--- config.mk ---
export PLATFORM = sky130hd
export DESIGN_NAME = ufl_status_flags
export DESIGN_NICKNAME = d
export VERILOG_FILES = /design/src/ufl_pkg.sv /design/src/ufl_baud_div.sv /design/src/ufl_status_flags.sv /design/src/ufl_tx_shift.sv
export SDC_FILE = /design/constraint.sdc
export NUM_CORES = 1
export LEC_CHECK = 0
export ABC_CLOCK_PERIOD_IN_PS = 1850
export BUFFER_PORTS_ARGS = -buffer_cell sky130_fd_sc_hd__buf_2
export CAP_MARGIN = 20
export CORE_UTILIZATION = 54
export DETAILED_ROUTE_END_ITERATION = 8
export GPL_TIMING_DRIVEN = 0
export HOLD_SLACK_MARGIN = 0.02
export PLACE_DENSITY = 0.75
export SETUP_SLACK_MARGIN = 0.2
export SYNTH_ARGS = -nofsm -noshare
export SYNTH_HDL_FRONTEND = slang
export SYNTH_SLANG_ARGS = --single-unit
export TNS_END_PERCENT = 1
--- constraint.sdc ---
create_clock -name mclk -period 1.85 [get_ports mclk]
set_input_delay 0.37 -clock mclk [delete_from_list [all_inputs] [get_ports mclk]]
set_output_delay 0.37 -clock mclk [all_outputs]
set_load 0.05 [all_outputs]
--- src/ufl_pkg.sv ---
package ufl_pkg;

    // register indices on the plain port
    localparam logic [2:0] ADDR_STATUS   = 3'h0;
    localparam logic [2:0] ADDR_RX_BUF   = 3'h1;
    localparam logic [2:0] ADDR_TX_BUF   = 3'h2;
    localparam logic [2:0] ADDR_CTRL     = 3'h3;
    localparam logic [2:0] ADDR_BAUD     = 3'h4;
    localparam logic [2:0] ADDR_INT_STAT = 3'h5;
    localparam logic [2:0] ADDR_INT_MASK = 3'h6;

    // async_status_register fields
    localparam int ST_RX_FULL   = 0;
    localparam int ST_FRAME_ERR = 1;
    localparam int ST_OVERRUN   = 2;
    localparam int ST_TX_FULL   = 3;
    localparam int ST_TX_BUSY   = 4;

    // control, interrupt fields
    localparam int CTRL_IRDA = 0;
    localparam int INT_RX    = 0;
    localparam int INT_TX    = 1;

    // reset values
    localparam logic [15:0] BAUD_RESET = 16'h0043;
    localparam logic [1:0]  MASK_RESET = 2'h0;

    // bit timing in oversample ticks
    localparam int OVERSAMPLE    = 16;
    localparam int IR_PULSE_NUM  = 3;
    localparam int IR_PULSE_TKS  = IR_PULSE_NUM * OVERSAMPLE / 16;
    localparam int MID_TICK      = OVERSAMPLE / 2 - 1;
    localparam int FRAME_BITS    = 10;

    typedef struct packed {
        logic [7:0] data;
        logic       stop_ok;
    } ufl_rx_frame_s;

    typedef struct packed {
        logic [2:0]  addr;
        logic [15:0] wdata;
        logic        wr;
        logic        rd;
    } ufl_bus_req_s;

endpackage : ufl_pkg

--- src/ufl_baud_div.sv ---
`timescale 1ns/1ns
`default_nettype none
module ufl_baud_div
    import ufl_pkg::*;
#(
    parameter int DIV_W = 16
) (
    // clock and reset
    input  wire logic             mclk,
    input  wire logic             rst_b,
    // divisor and oversample tick
    input  wire logic [DIV_W-1:0] divisor,
    output logic                  tick
);

    logic [DIV_W-1:0] count;
    wire              wrap = (count >= divisor);

    always_ff @(posedge mclk or negedge rst_b) begin
        if (!rst_b) begin
            count <= '0;
            tick  <= 1'b0;
        end else begin
            count <= wrap ? '0 : count + 1'b1;
            tick  <= wrap;
        end
    end

endmodule : ufl_baud_div
`default_nettype wire

--- src/ufl_status_flags.sv ---
// What this block does
// - Loading a received character into the buffer sets rx_buffer_full_flag.
// - Buffer read after a status read showing the flag set clears it.
// - Flag set after the status read survives the buffer read.
// - Transmit done with empty holding buffer clears tx_busy_flag.
// - Restart from a written buffer sets tx_busy_flag and requests tx interrupt.
// - Move into shift register clears tx_buffer_full_flag unless the buffer is written in the same cycle, requests tx interrupt.
// - Any write to the transmit buffer sets tx_buffer_full_flag.
// - Flag 0 with overrun 1 means characters lost; both 0 means nothing received.
// - Infrared transmit pulse lasts three sixteenths of one bit period.
// - Character arriving before the old is read sets overrun, is discarded.
// - Zero sampled at the stop bit of a character loaded into the buffer sets framing error, requests rx interrupt.
//
// The register addresses and the strobed register port are this design's own decisions.
`timescale 1ns/1ns
`default_nettype none
module ufl_status_flags
    import ufl_pkg::*;
#(
    parameter logic [15:0] BAUD_DEFAULT = BAUD_RESET
) (
    // clock and reset
    input  wire logic        mclk,
    input  wire logic        rst_b,
    // register port
    input  wire logic [2:0]  addr,
    input  wire logic [15:0] wdata,
    input  wire logic        wr,
    input  wire logic        rd,
    output logic      [15:0] rdata,
    // serial pins
    input  wire logic        serial_receive_pin,
    output logic             serial_transmit_pin,
    // interrupt
    output logic             irq
);

    typedef enum logic [3:0] {
        RX_IDLE  = 4'b0001,
        RX_START = 4'b0010,
        RX_DATA  = 4'b0100,
        RX_STOP  = 4'b1000
    } ufl_rx_e;

    function automatic logic hit(input logic [2:0] a, input logic [2:0] target);
        hit = (a == target);
    endfunction : hit

    ufl_bus_req_s req;
    assign req = '{addr: addr, wdata: wdata, wr: wr, rd: rd};

    // register decode
    wire rd_status = req.rd && hit(req.addr, ADDR_STATUS);
    wire rd_rxbuf  = req.rd && hit(req.addr, ADDR_RX_BUF);
    wire wr_txbuf  = req.wr && hit(req.addr, ADDR_TX_BUF);
    wire wr_ctrl   = req.wr && hit(req.addr, ADDR_CTRL);
    wire wr_baud   = req.wr && hit(req.addr, ADDR_BAUD);
    wire wr_istat  = req.wr && hit(req.addr, ADDR_INT_STAT);
    wire wr_imask  = req.wr && hit(req.addr, ADDR_INT_MASK);

    // control state
    logic        irda_en;
    logic [15:0] baud_div;
    logic [1:0]  int_stat;
    logic [1:0]  int_mask;

    // flags
    logic       rx_buffer_full_flag;
    logic       ferr_flag;
    logic       overrun_flag;
    logic       tx_buffer_full_flag;
    logic       tx_busy_flag;
    logic [2:0] armed;
    logic [7:0] receive_holding_buffer;
    logic [7:0] transmit_holding_buffer;

    // oversample tick
    logic tick;

    ufl_baud_div #(
        .DIV_W (16)
    ) u_baud (
        .mclk    (mclk),
        .rst_b   (rst_b),
        .divisor (baud_div),
        .tick    (tick)
    );

    // receiver
    ufl_rx_e       rx_st;
    logic [3:0]    rx_tks;
    logic [2:0]    rx_bits;
    logic [7:0]    rx_shift;
    ufl_rx_frame_s rx_frame;
    logic          rx_done;

    wire rx_mid  = tick && (rx_tks == 4'(MID_TICK));
    wire rx_full = tick && (rx_tks == 4'(OVERSAMPLE - 1));

    always_ff @(posedge mclk or negedge rst_b) begin
        if (!rst_b) begin
            rx_st    <= RX_IDLE;
            rx_tks   <= '0;
            rx_bits  <= '0;
            rx_shift <= '0;
            rx_frame <= '0;
            rx_done  <= 1'b0;
        end else begin
            rx_done <= 1'b0;
            if (tick) begin
                rx_tks <= rx_tks + 4'h1;
            end
            case (rx_st)
                RX_IDLE: begin
                    rx_tks <= '0;
                    if (tick && !serial_receive_pin) begin
                        rx_st <= RX_START;
                    end
                end
                RX_START: begin
                    if (rx_mid) begin
                        rx_tks  <= '0;
                        rx_bits <= '0;
                        rx_st   <= serial_receive_pin ? RX_IDLE : RX_DATA;
                    end
                end
                RX_DATA: begin
                    if (rx_full) begin
                        rx_shift <= {serial_receive_pin, rx_shift[7:1]};
                        rx_bits  <= rx_bits + 3'h1;
                        if (rx_bits == 3'h7) begin
                            rx_st <= RX_STOP;
                        end
                    end
                end
                RX_STOP: begin
                    if (rx_full) begin
                        rx_frame <= '{data: rx_shift, stop_ok: serial_receive_pin};
                        rx_done  <= 1'b1;
                        rx_st    <= RX_IDLE;
                    end
                end
                default: begin
                    rx_st <= RX_IDLE;
                end
            endcase
        end
    end

    // receive events
    wire rx_overrun = rx_done && rx_buffer_full_flag;
    wire rx_load    = rx_done && !rx_buffer_full_flag;
    wire rx_event   = rx_load || (rx_overrun && !overrun_flag);

    always_ff @(posedge mclk or negedge rst_b) begin
        if (!rst_b) begin
            receive_holding_buffer <= '0;
        end else if (rx_load) begin
            receive_holding_buffer <= rx_frame.data;
        end
    end

    // arm on status read, disarm after buffer read
    always_ff @(posedge mclk or negedge rst_b) begin
        if (!rst_b) begin
            armed <= '0;
        end else if (rd_rxbuf) begin
            armed <= '0;
        end else if (rd_status) begin
            armed <= {overrun_flag, ferr_flag, rx_buffer_full_flag};
        end
    end

    wire clr_rx_buffer_full_flag = rd_rxbuf && armed[0];
    wire clr_ferr = rd_rxbuf && armed[1];
    wire clr_overrun_flag = rd_rxbuf && armed[2];

    // receive flags, a set beats a clear in the same cycle
    always_ff @(posedge mclk or negedge rst_b) begin
        if (!rst_b) begin
            rx_buffer_full_flag <= 1'b0;
            ferr_flag           <= 1'b0;
            overrun_flag        <= 1'b0;
        end else begin
            if (rx_load) begin
                rx_buffer_full_flag <= 1'b1;
            end else if (clr_rx_buffer_full_flag) begin
                rx_buffer_full_flag <= 1'b0;
            end
            if (rx_load && !rx_frame.stop_ok) begin
                ferr_flag <= 1'b1;
            end else if (clr_ferr) begin
                ferr_flag <= 1'b0;
            end
            if (rx_overrun) begin
                overrun_flag <= 1'b1;
            end else if (clr_overrun_flag) begin
                overrun_flag <= 1'b0;
            end
        end
    end

    // transmitter
    logic tx_busy_sh;
    logic tx_done;
    wire  tx_load = tx_buffer_full_flag && !tx_busy_sh && !tx_done;

    ufl_tx_shift u_tx (
        .mclk    (mclk),
        .rst_b   (rst_b),
        .tick    (tick),
        .irda_en (irda_en),
        .load    (tx_load),
        .data    (transmit_holding_buffer),
        .busy    (tx_busy_sh),
        .done    (tx_done),
        .tx_pin  (serial_transmit_pin)
    );

    always_ff @(posedge mclk or negedge rst_b) begin
        if (!rst_b) begin
            transmit_holding_buffer <= '0;
        end else if (wr_txbuf) begin
            transmit_holding_buffer <= req.wdata[7:0];
        end
    end

    always_ff @(posedge mclk or negedge rst_b) begin
        if (!rst_b) begin
            tx_buffer_full_flag <= 1'b0;
            tx_busy_flag        <= 1'b0;
        end else begin
            if (wr_txbuf) begin
                tx_buffer_full_flag <= 1'b1;
            end else if (tx_load) begin
                tx_buffer_full_flag <= 1'b0;
            end
            if (tx_load) begin
                tx_busy_flag <= 1'b1;
            end else if (tx_done && !tx_buffer_full_flag) begin
                tx_busy_flag <= 1'b0;
            end
        end
    end

    // control registers
    always_ff @(posedge mclk or negedge rst_b) begin
        if (!rst_b) begin
            irda_en  <= 1'b0;
            baud_div <= BAUD_DEFAULT;
            int_mask <= MASK_RESET;
        end else begin
            if (wr_ctrl) begin
                irda_en <= req.wdata[CTRL_IRDA];
            end
            if (wr_baud) begin
                baud_div <= req.wdata;
            end
            if (wr_imask) begin
                int_mask <= req.wdata[1:0];
            end
        end
    end

    // sticky interrupt status, write one to clear, set wins
    wire [1:0] int_set = {tx_load, rx_event};
    wire [1:0] int_clr = wr_istat ? req.wdata[1:0] : 2'h0;

    always_ff @(posedge mclk or negedge rst_b) begin
        if (!rst_b) begin
            int_stat <= '0;
        end else begin
            int_stat <= int_set | (int_stat & ~int_clr);
        end
    end

    assign irq = |(int_stat & int_mask);

    // read data
    wire [15:0] status_word = {11'h000, tx_busy_flag, tx_buffer_full_flag,
                               overrun_flag, ferr_flag, rx_buffer_full_flag};
    logic [15:0] next_rdata;

    always_comb begin
        next_rdata = 16'h0000;
        if (hit(req.addr, ADDR_STATUS)) begin
            next_rdata = status_word;
        end else if (hit(req.addr, ADDR_RX_BUF)) begin
            next_rdata = {8'h00, receive_holding_buffer};
        end else if (hit(req.addr, ADDR_CTRL)) begin
            next_rdata = {15'h0000, irda_en};
        end else if (hit(req.addr, ADDR_BAUD)) begin
            next_rdata = baud_div;
        end else if (hit(req.addr, ADDR_INT_STAT)) begin
            next_rdata = {14'h0000, int_stat};
        end else if (hit(req.addr, ADDR_INT_MASK)) begin
            next_rdata = {14'h0000, int_mask};
        end
    end

    always_ff @(posedge mclk or negedge rst_b) begin
        if (!rst_b) begin
            rdata <= 16'h0000;
        end else begin
            rdata <= req.rd ? next_rdata : 16'h0000;
        end
    end

endmodule : ufl_status_flags
`default_nettype wire

--- src/ufl_tx_shift.sv ---
`timescale 1ns/1ns
`default_nettype none
module ufl_tx_shift
    import ufl_pkg::*;
(
    // clock and reset
    input  wire logic       mclk,
    input  wire logic       rst_b,
    // timing and mode
    input  wire logic       tick,
    input  wire logic       irda_en,
    // character in
    input  wire logic       load,
    input  wire logic [7:0] data,
    // status and pin
    output logic            busy,
    output logic            done,
    output logic            tx_pin
);

    logic [FRAME_BITS-1:0] frame;
    logic [3:0]            tks;
    logic [3:0]            bits;
    logic                  line;

    wire last_tk = tick && (tks == 4'(OVERSAMPLE - 1));
    wire last_bt = (bits == 4'(FRAME_BITS - 1));
    wire ir_on   = (tks < 4'(IR_PULSE_TKS));

    always_ff @(posedge mclk or negedge rst_b) begin
        if (!rst_b) begin
            frame <= '1;
            tks   <= '0;
            bits  <= '0;
            busy  <= 1'b0;
            done  <= 1'b0;
        end else begin
            done <= 1'b0;
            if (load && !busy) begin
                frame <= {1'b1, data, 1'b0};
                tks   <= '0;
                bits  <= '0;
                busy  <= 1'b1;
            end else if (busy && tick) begin
                tks <= tks + 4'h1;
                if (last_tk) begin
                    frame <= {1'b1, frame[FRAME_BITS-1:1]};
                    bits  <= bits + 4'h1;
                    busy  <= !last_bt;
                    done  <= last_bt;
                end
            end
        end
    end

    assign line = busy ? frame[0] : 1'b1;

    // infrared: a short high pulse for each zero bit
    always_ff @(posedge mclk or negedge rst_b) begin
        if (!rst_b) begin
            tx_pin <= 1'b1;
        end else if (irda_en) begin
            tx_pin <= busy && !frame[0] && ir_on;
        end else begin
            tx_pin <= line;
        end
    end

endmodule : ufl_tx_shift
`default_nettype wire
==> out/results.tsv, run 1 <==
metric	value	unit
Area Overhead vs Synth	23.6	%
post-synth cell types	49	
fraction of registers with async set/reset	1.00	
first-pass iteration count of the detailed router	5	
R2R cell count	9	
Worst Setup EP	u_baud.count[1]	
endpoints failing hold	0	
crit path from	baud_div[1]	
number of global-route vias before repair	4300	
sequential fraction of the synthesis area	0.546	
row cnt	37	
core area	0.0104	sq mm
Worst Hold Depth	3	
Critical Path RT	2260	ps
Placed Cells	718	
Setup TNS Final	-480	ps
Nets	659	
Synth Net Count	587	
Synth Instances	540	
FF-to-FF Start	baud_div[1]	
Vias/cell	5.60	
Syn Area/Cell	10.8	sq um
Final Non-Filler Cells	760	
synthesis-stage register bit count	127	
die height	106	um
cell area power density	1140	mW/mm^2
clk slew on worst S/H paths	60	ps
dpl hpwl	8560	um
root buffer cell	clkbuf_8	
Mapped Area	0.00586	sq mm
ant diodes	0	
outcome	finished, violations left	
WL per Instance	17.2	um
Lkg Pwr	0.00339	uW
CP Class	reg2reg	
final period utilization	1.03	
die width	106	um
clock tree buffer depth	2	
Critical Path Fanout Max	10	
# DRC	0	
final setup skew	7.72	ps
antenna-violating nets left	0	
Most used DFF post-synth	dfrtp_1	
I/O pins	42	
final setup fails	13	
DIE AREA	0.0113	sq mm
final number of max-transition violations	0	
aggregate global-route resource usage	0.258	
Max VDD drop	0.777	mV
Worst-Margin Slew	500	ps
grt ovf	0	
Clock Latency Late Sink	530	ps
CP endpoint kind	flip-flop	
Placed Area	0.00629	sq mm
flop-to-flop setup slack	-50	ps
DR WL met3	655	um
final setup margin	-48.8	ps
max layer used	met4	
mux contribution to synthesized area	0.0891	
post-synthesis xor/xnor area fraction	0.0329	
antenna violations before repair	0	
final core occ	0.695	
DR vias	4253	
CTS Buf Count	17	
total of max-cap violations	0	
fillers	750	
largest family of logic cells by synthesized area	simple AND/OR/NAND/NOR gates	
Tmin final	1900	ps
Initial Utilization	0.562	
Critical Path AT	2310	ps
HP Class	in2reg	
CTS tree	built	
RSZ-0062 raised after global routing	true	
first-pass GRT wire length	22100	um
CP Launch Type	flip-flop	
Achievable Freq	527	MHz
post-synthesis compound-gate area fraction	0.0846	
clock sink total	127	
H-tree Lvls	4	
Worst R2R End	u_baud.count[1]	
Max transition margin	0.667	
share of cells above drive strength 1	0.292	
DR iter-0 viols	278	
metal1 wirelength	5960	um
DR WL met2	6320	um
Port Buf Inserts	41	
Finished Cell Area	0.00724	sq mm
EDFF count, synth	0	
Synth warnings	0	
adder-cell share of the synthesized area	0.0491	
largest net degree at the start of global routing	104	
simple-gate share of the synthesized area	0.165	
final wirelength	13100	um
global placer's final weighted congestion	0.793	
failing checks	setup timing	
==> kinds of logic after synthesis <==
family                     Yosys count
and+or+nand+nor                    197
DFF                                127
AOI/OAI and AO/OA                   78
muxes                               47
buffers and inverters               46
adders and majority gates           23
xor gates and xnor gates            22
==> worst min path at each step <==
stage | start | end | slack (ps)
6_report | wdata[10] | baud_div[10] | 50
5_1_grt | wdata[10] | baud_div[10] | 40
4_1_cts | wdata[10] | baud_div[10] | 30
3_5_place_dp | rst_b | rx_st[1] | 250
3_3_place_gp | transmit_holding_buffer[7] | u_tx.frame[8] | 450
2_1_floorplan | rst_b | armed[0] | 70
==> registers in the layout, indices dropped and copies added, names as in the netlist, 2 cells and up <==
| signal | flops |
|---|---|
| baud_div | 16 |
| rdata | 16 |
| u_baud.count | 16 |
| rx_frame | 9 |
| u_tx.frame | 9 |
| receive_holding_buffer | 8 |
| rx_shift | 8 |
| transmit_holding_buffer | 8 |
| rx_st | 4 |
| rx_tks | 4 |
| u_tx.bits | 4 |
| u_tx.tks | 4 |
| armed | 3 |
| rx_bits | 3 |
| int_mask | 2 |
| int_stat | 2 |
==> layout make-up <==
class	count	area (sq um)	share of cell area
Tap cell	136	170	0.0235
Timing Repair Buffer	53	370	0.0511
Clock buffer	17	414	0.0572
Buffer	23	128	0.0176
Sequential cell	127	3200	0.441
Multi-Input combinational cell	367	2720	0.375
Inverter	23	86.3	0.0119
Clock inverter	14	159	0.0219
==> power by group <==
part | switching [uW] | total (uW) | internal [uW]
sequential | 318 | 3560 | 3240
combinational | 820 | 1460 | 636
clock | 1280 | 3210 | 1930
==> synthesized netlist by cell type, types with 3 or more instances <==
| library cell | number | area (sq um) |
|---|---|---|
| a22o_1 | 9 | 78.8 |
| nand3_1 | 12 | 60.1 |
| o21ai_0 | 29 | 145 |
| mux2_2 | 41 | 462 |
| xor2_1 | 8 | 70.1 |
| mux2i_1 | 6 | 60.1 |
| a22oi_1 | 3 | 22.5 |
| ha_1 | 23 | 288 |
| a21o_1 | 4 | 30.0 |
| nand4_1 | 13 | 81.3 |
| dfrtp_1 | 113 | 2830 |
| dfstp_2 | 14 | 368 |
| a21oi_1 | 14 | 70.1 |
| nand2_1 | 67 | 251 |
| inv_1 | 23 | 86.3 |
| nor3b_1 | 6 | 45.0 |
| nor2b_1 | 9 | 56.3 |
| a31oi_1 | 7 | 43.8 |
| buf_2 | 5 | 25.0 |
| xnor2_1 | 14 | 123 |
| nand3b_1 | 3 | 22.5 |
| nand2b_1 | 5 | 31.3 |
| nor2_1 | 51 | 191 |
| clkbuf_1 | 14 | 52.6 |
| nor3_1 | 5 | 25.0 |
| and2_1 | 12 | 75.1 |
==> per-layer routing <==
| metal | track usage | vias to the layer above |
|---|---|---|
| li1 | - | 2003 |
| met1 | 0.345 | 2127 |
| met2 | 0.413 | 108 |
| met3 | 0.0662 | 15 |
| met4 | 0.0804 | 0 |
| met5 | 0 | - |
==> cells in the final DEF (no fill, tap or decap), types with 9 or more instances in the layout <==
master,netlist,routed
mux2_2,41,23
nand2_1,67,66
buf_4,1,10
a21oi_1,14,10
o21ai_0,29,28
xnor2_1,14,14
nor2b_1,9,9
dfrtp_1,113,112
nand3_1,12,12
clkbuf_16,0,16
ha_1,23,16
mux2_4,0,18
clkbuf_1,14,12
inv_1,23,20
nand4_1,13,13
dfstp_2,14,14
a22o_1,9,9
buf_2,5,41
nor2_1,51,48
and2_1,12,12
==> critical path, cell delays in order, from the launching register on <==
cell      delay [ps]
dfstp_2          540
inv_2             50
ha_4             240
o211ai_1          70
a21oi_1          160
o41ai_2           90
a221oi_2         290
buf_4            170
buf_6            130
nor2_1            40
==> what timing repair did <==
action	4_1_cts	5_1_grt
endpoints found under the hold margin	24	0
cloned	0	0
setup buffers	10	0
endpoints found under the setup margin	43	52
pin swaps	14	4
hold buffers	1	0
resized for setup	44	19
==> per-stage QoR <==
step,hold WS (ps),setup slack [ps],total power (uW)
6_report,50.4,-48.8,8230
5_1_grt,44.7,-155,8610
4_1_cts,30.0,-21.3,8250
3_5_place_dp,245,-408,4870
3_3_place_gp,450,-1180,4780
2_1_floorplan,74.4,-67.5,4460
(Power assumes the default switching activity.)
==> run 2: changes to the inputs <==
--- a/config.mk
+++ b/config.mk
@@ -12,8 +12,10 @@
 export DETAILED_ROUTE_END_ITERATION = 8
 export GPL_TIMING_DRIVEN = 0
 export HOLD_SLACK_MARGIN = 0.02
-export PLACE_DENSITY = 0.75
+export MAX_ROUTING_LAYER = met4
+export PLACE_DENSITY = 0.87
 export SETUP_SLACK_MARGIN = 0.2
+export SKIP_LAST_GASP = 1
 export SYNTH_ARGS = -nofsm -noshare
 export SYNTH_HDL_FRONTEND = slang
 export SYNTH_SLANG_ARGS = --single-unit
==> run 2 against run 1 <==
  * The run still ends with setup timing left
  * Register-to-register slack worse by 60 ps
  * Sequential power about the same
  * Clock power up 15%
  * Non-clock buffer count down 5
  * Highest routed layer unchanged
  * Critical path type unchanged
  * Largest power group is now clock
  * Clock-buffer cell count up 6
  * Final cell count down 0.53%
  * Die area unchanged
  * Core utilization down 1.4 points
==> out/results.tsv, run 2 (same netlist as run 1, synthesis figures left out) <==
metric	value	unit	change
Lkg Pwr	0.00337	uW	-0.82%
row cnt	37		unchanged
antenna-violating nets left	0		unchanged
flop-to-flop setup slack	-110	ps	-60 ps
Setup TNS Final	-2220	ps	-1740 ps
R2R cell count	8		-1
# DRC	0		unchanged
I/O pins	42		unchanged
Critical Path RT	2260	ps	about the same
final wirelength	13900	um	+5.7%
DR vias	4475		+5.2%
first-pass GRT wire length	22300	um	+1.1%
Critical Path Fanout Max	5		-5
root buffer cell	clkbuf_8		
CTS Buf Count	17		unchanged
outcome	finished, violations left		
clock sink total	127		unchanged
CP endpoint kind	flip-flop		
DR iter-0 viols	249		-10%
first-pass iteration count of the detailed router	5		unchanged
core area	0.0104	sq mm	unchanged
RSZ-0062 raised after global routing	true		
Max VDD drop	0.582	mV	-25%
WL per Instance	18.3	um	+6.3%
Placed Cells	718		unchanged
Achievable Freq	511	MHz	-3.0%
Worst-Margin Slew	570	ps	+70.2 ps
final setup skew	7.11	ps	-0.600 ps
Port Buf Inserts	41		unchanged
Critical Path AT	2360	ps	+50 ps
die width	106	um	unchanged
final number of max-transition violations	0		unchanged
total power	8740	uW	+6.3%
HP Class	in2reg		
failing checks	setup timing		
crit path from	baud_div[1]		
final hold slack	54.8	ps	+4.35 ps
H-tree Lvls	4		unchanged
grt ovf	0		unchanged
endpoints failing hold	0		unchanged
Clock Latency Late Sink	520	ps	about the same
Vias/cell	5.92		+5.8%
aggregate global-route resource usage	0.267		+0.00950
clk slew on worst S/H paths	60	ps	about the same
DIE AREA	0.0113	sq mm	unchanged
clock tree buffer depth	2		unchanged
CP Launch Type	flip-flop		
global placer's final weighted congestion	0.836		+5.5%
Max transition margin	0.620		-0.0468
final setup fails	25		+12
Area Overhead vs Synth	21.1	%	
Tmin final	1960	ps	+58.3 ps
FF-to-FF Start	baud_div[1]		
Final Non-Filler Cells	756		-0.53%
commonest non-fill, non-tap cell in the layout	dfrtp_1		
Nets	654		-0.76%
final period utilization	1.06		+0.0315
ant diodes	0		unchanged
top flop regs	baud_div (16), rdata (16), u_baud.count (16)		
dpl hpwl	8340	um	-2.5%
CTS tree	built		
number of global-route vias before repair	4580		+6.5%
antenna violations before repair	0		unchanged
Initial Utilization	0.562		unchanged
largest net degree at the start of global routing	99		-4.8%
final setup margin	-107	ps	-58.3 ps
share of cells above drive strength 1	0.263		-0.0288
Worst R2R End	u_baud.count[7]		
die height	106	um	unchanged
cell area power density	1230	mW/mm^2	+8.4%
Worst Setup EP	u_baud.count[7]		
CP Class	reg2reg		
total of max-cap violations	0		unchanged
most frequent cells in the layout	dfrtp_1 (111), nand2_1 (67), nor2_1 (51)		
==> run 2: cell types whose count changed in the layout (fill, tap and decap cells not counted), moves of 4 or more <==
| cell | delta |
|---|---|
| ha_1 | +4 |
| clkbuf_8 | +4 |
| buf_2 | +4 |
| mux2_2 | +18 |
| inv_6 | -5 |
| mux2_4 | -18 |
| buf_4 | -6 |
==> run 2: timing repair <==
action,in CTS,in global routing
hold buffers,1,0
gates cloned,0,1
gates resized for setup,13,8
pin swaps,2,4
endpoints found under the hold margin,29,0
buffers inserted,2,2
setup endpoints to repair,43,55
==> run 2: critical path, cell delays in order, from the launching register on <==
cell and delay [ps]:
dfstp_2 540, inv_2 50, ha_4 250, o211ai_1 80, a21oi_1 170, o41ai_2 90, a221oi_2 380, buf_2 230
nor2_1 50
==> run 2: worst min-delay path by stage <==
| stage | start | end | slack, ps | cells after the start |
|---|---|---|---|---|
| 2_1_floorplan | rst_b | armed[0] | 70 | 0 |
| 3_3_place_gp | rx_frame[0] | ferr_flag | 450 | 1 |
| 3_5_place_dp | rst_b | receive_holding_buffer[0] | 270 | 1 |
| 4_1_cts | wdata[10] | baud_div[10] | 50 | 3 |
| 5_1_grt | wdata[12] | baud_div[12] | 50 | 3 |
| 6_report | wdata[15] | baud_div[15] | 50 | 3 |
==> run 2: per-stage QoR <==
stage	util	cell area, sq um	setup WS [ps]
3_5_place_dp	0.604	6290	-310
5_1_grt	0.681	7100	-167
6_report	0.681	7100	-107
4_1_cts	0.674	7030	-90.1
3_3_place_gp	0.600	6250	-1080
2_1_floorplan	-	5880	-67.5
==> run 2: area by class of cell <==
| cell class | instances | area (sq um) |
|---|---|---|
| plain buffers | 23 | 115 |
| clock buffers | 23 | 477 |
| clock inverters | 9 | 179 |
| fillers | 697 | 3320 |
| inverters | 23 | 86.3 |
| multi-input cells | 367 | 2570 |
| flip-flops and latches | 127 | 3200 |
| well taps | 136 | 170 |
| repair buffers | 48 | 300 |
==> run 2: metal layers <==
metal,wire (um),up-vias,global-route usage
met2,6930,198,0.430
met5,0,-,-
met4,567,0,0.130
met3,882,44,0.0779
met1,5470,2226,0.307
li1,-,2007,-
==> run 2: power breakdown <==
| part | switching [uW] | internal (uW) |
|---|---|---|
| Clock | 1210 | 2470 |
| Sequential | 324 | 3240 |
| Combinational | 877 | 614 |
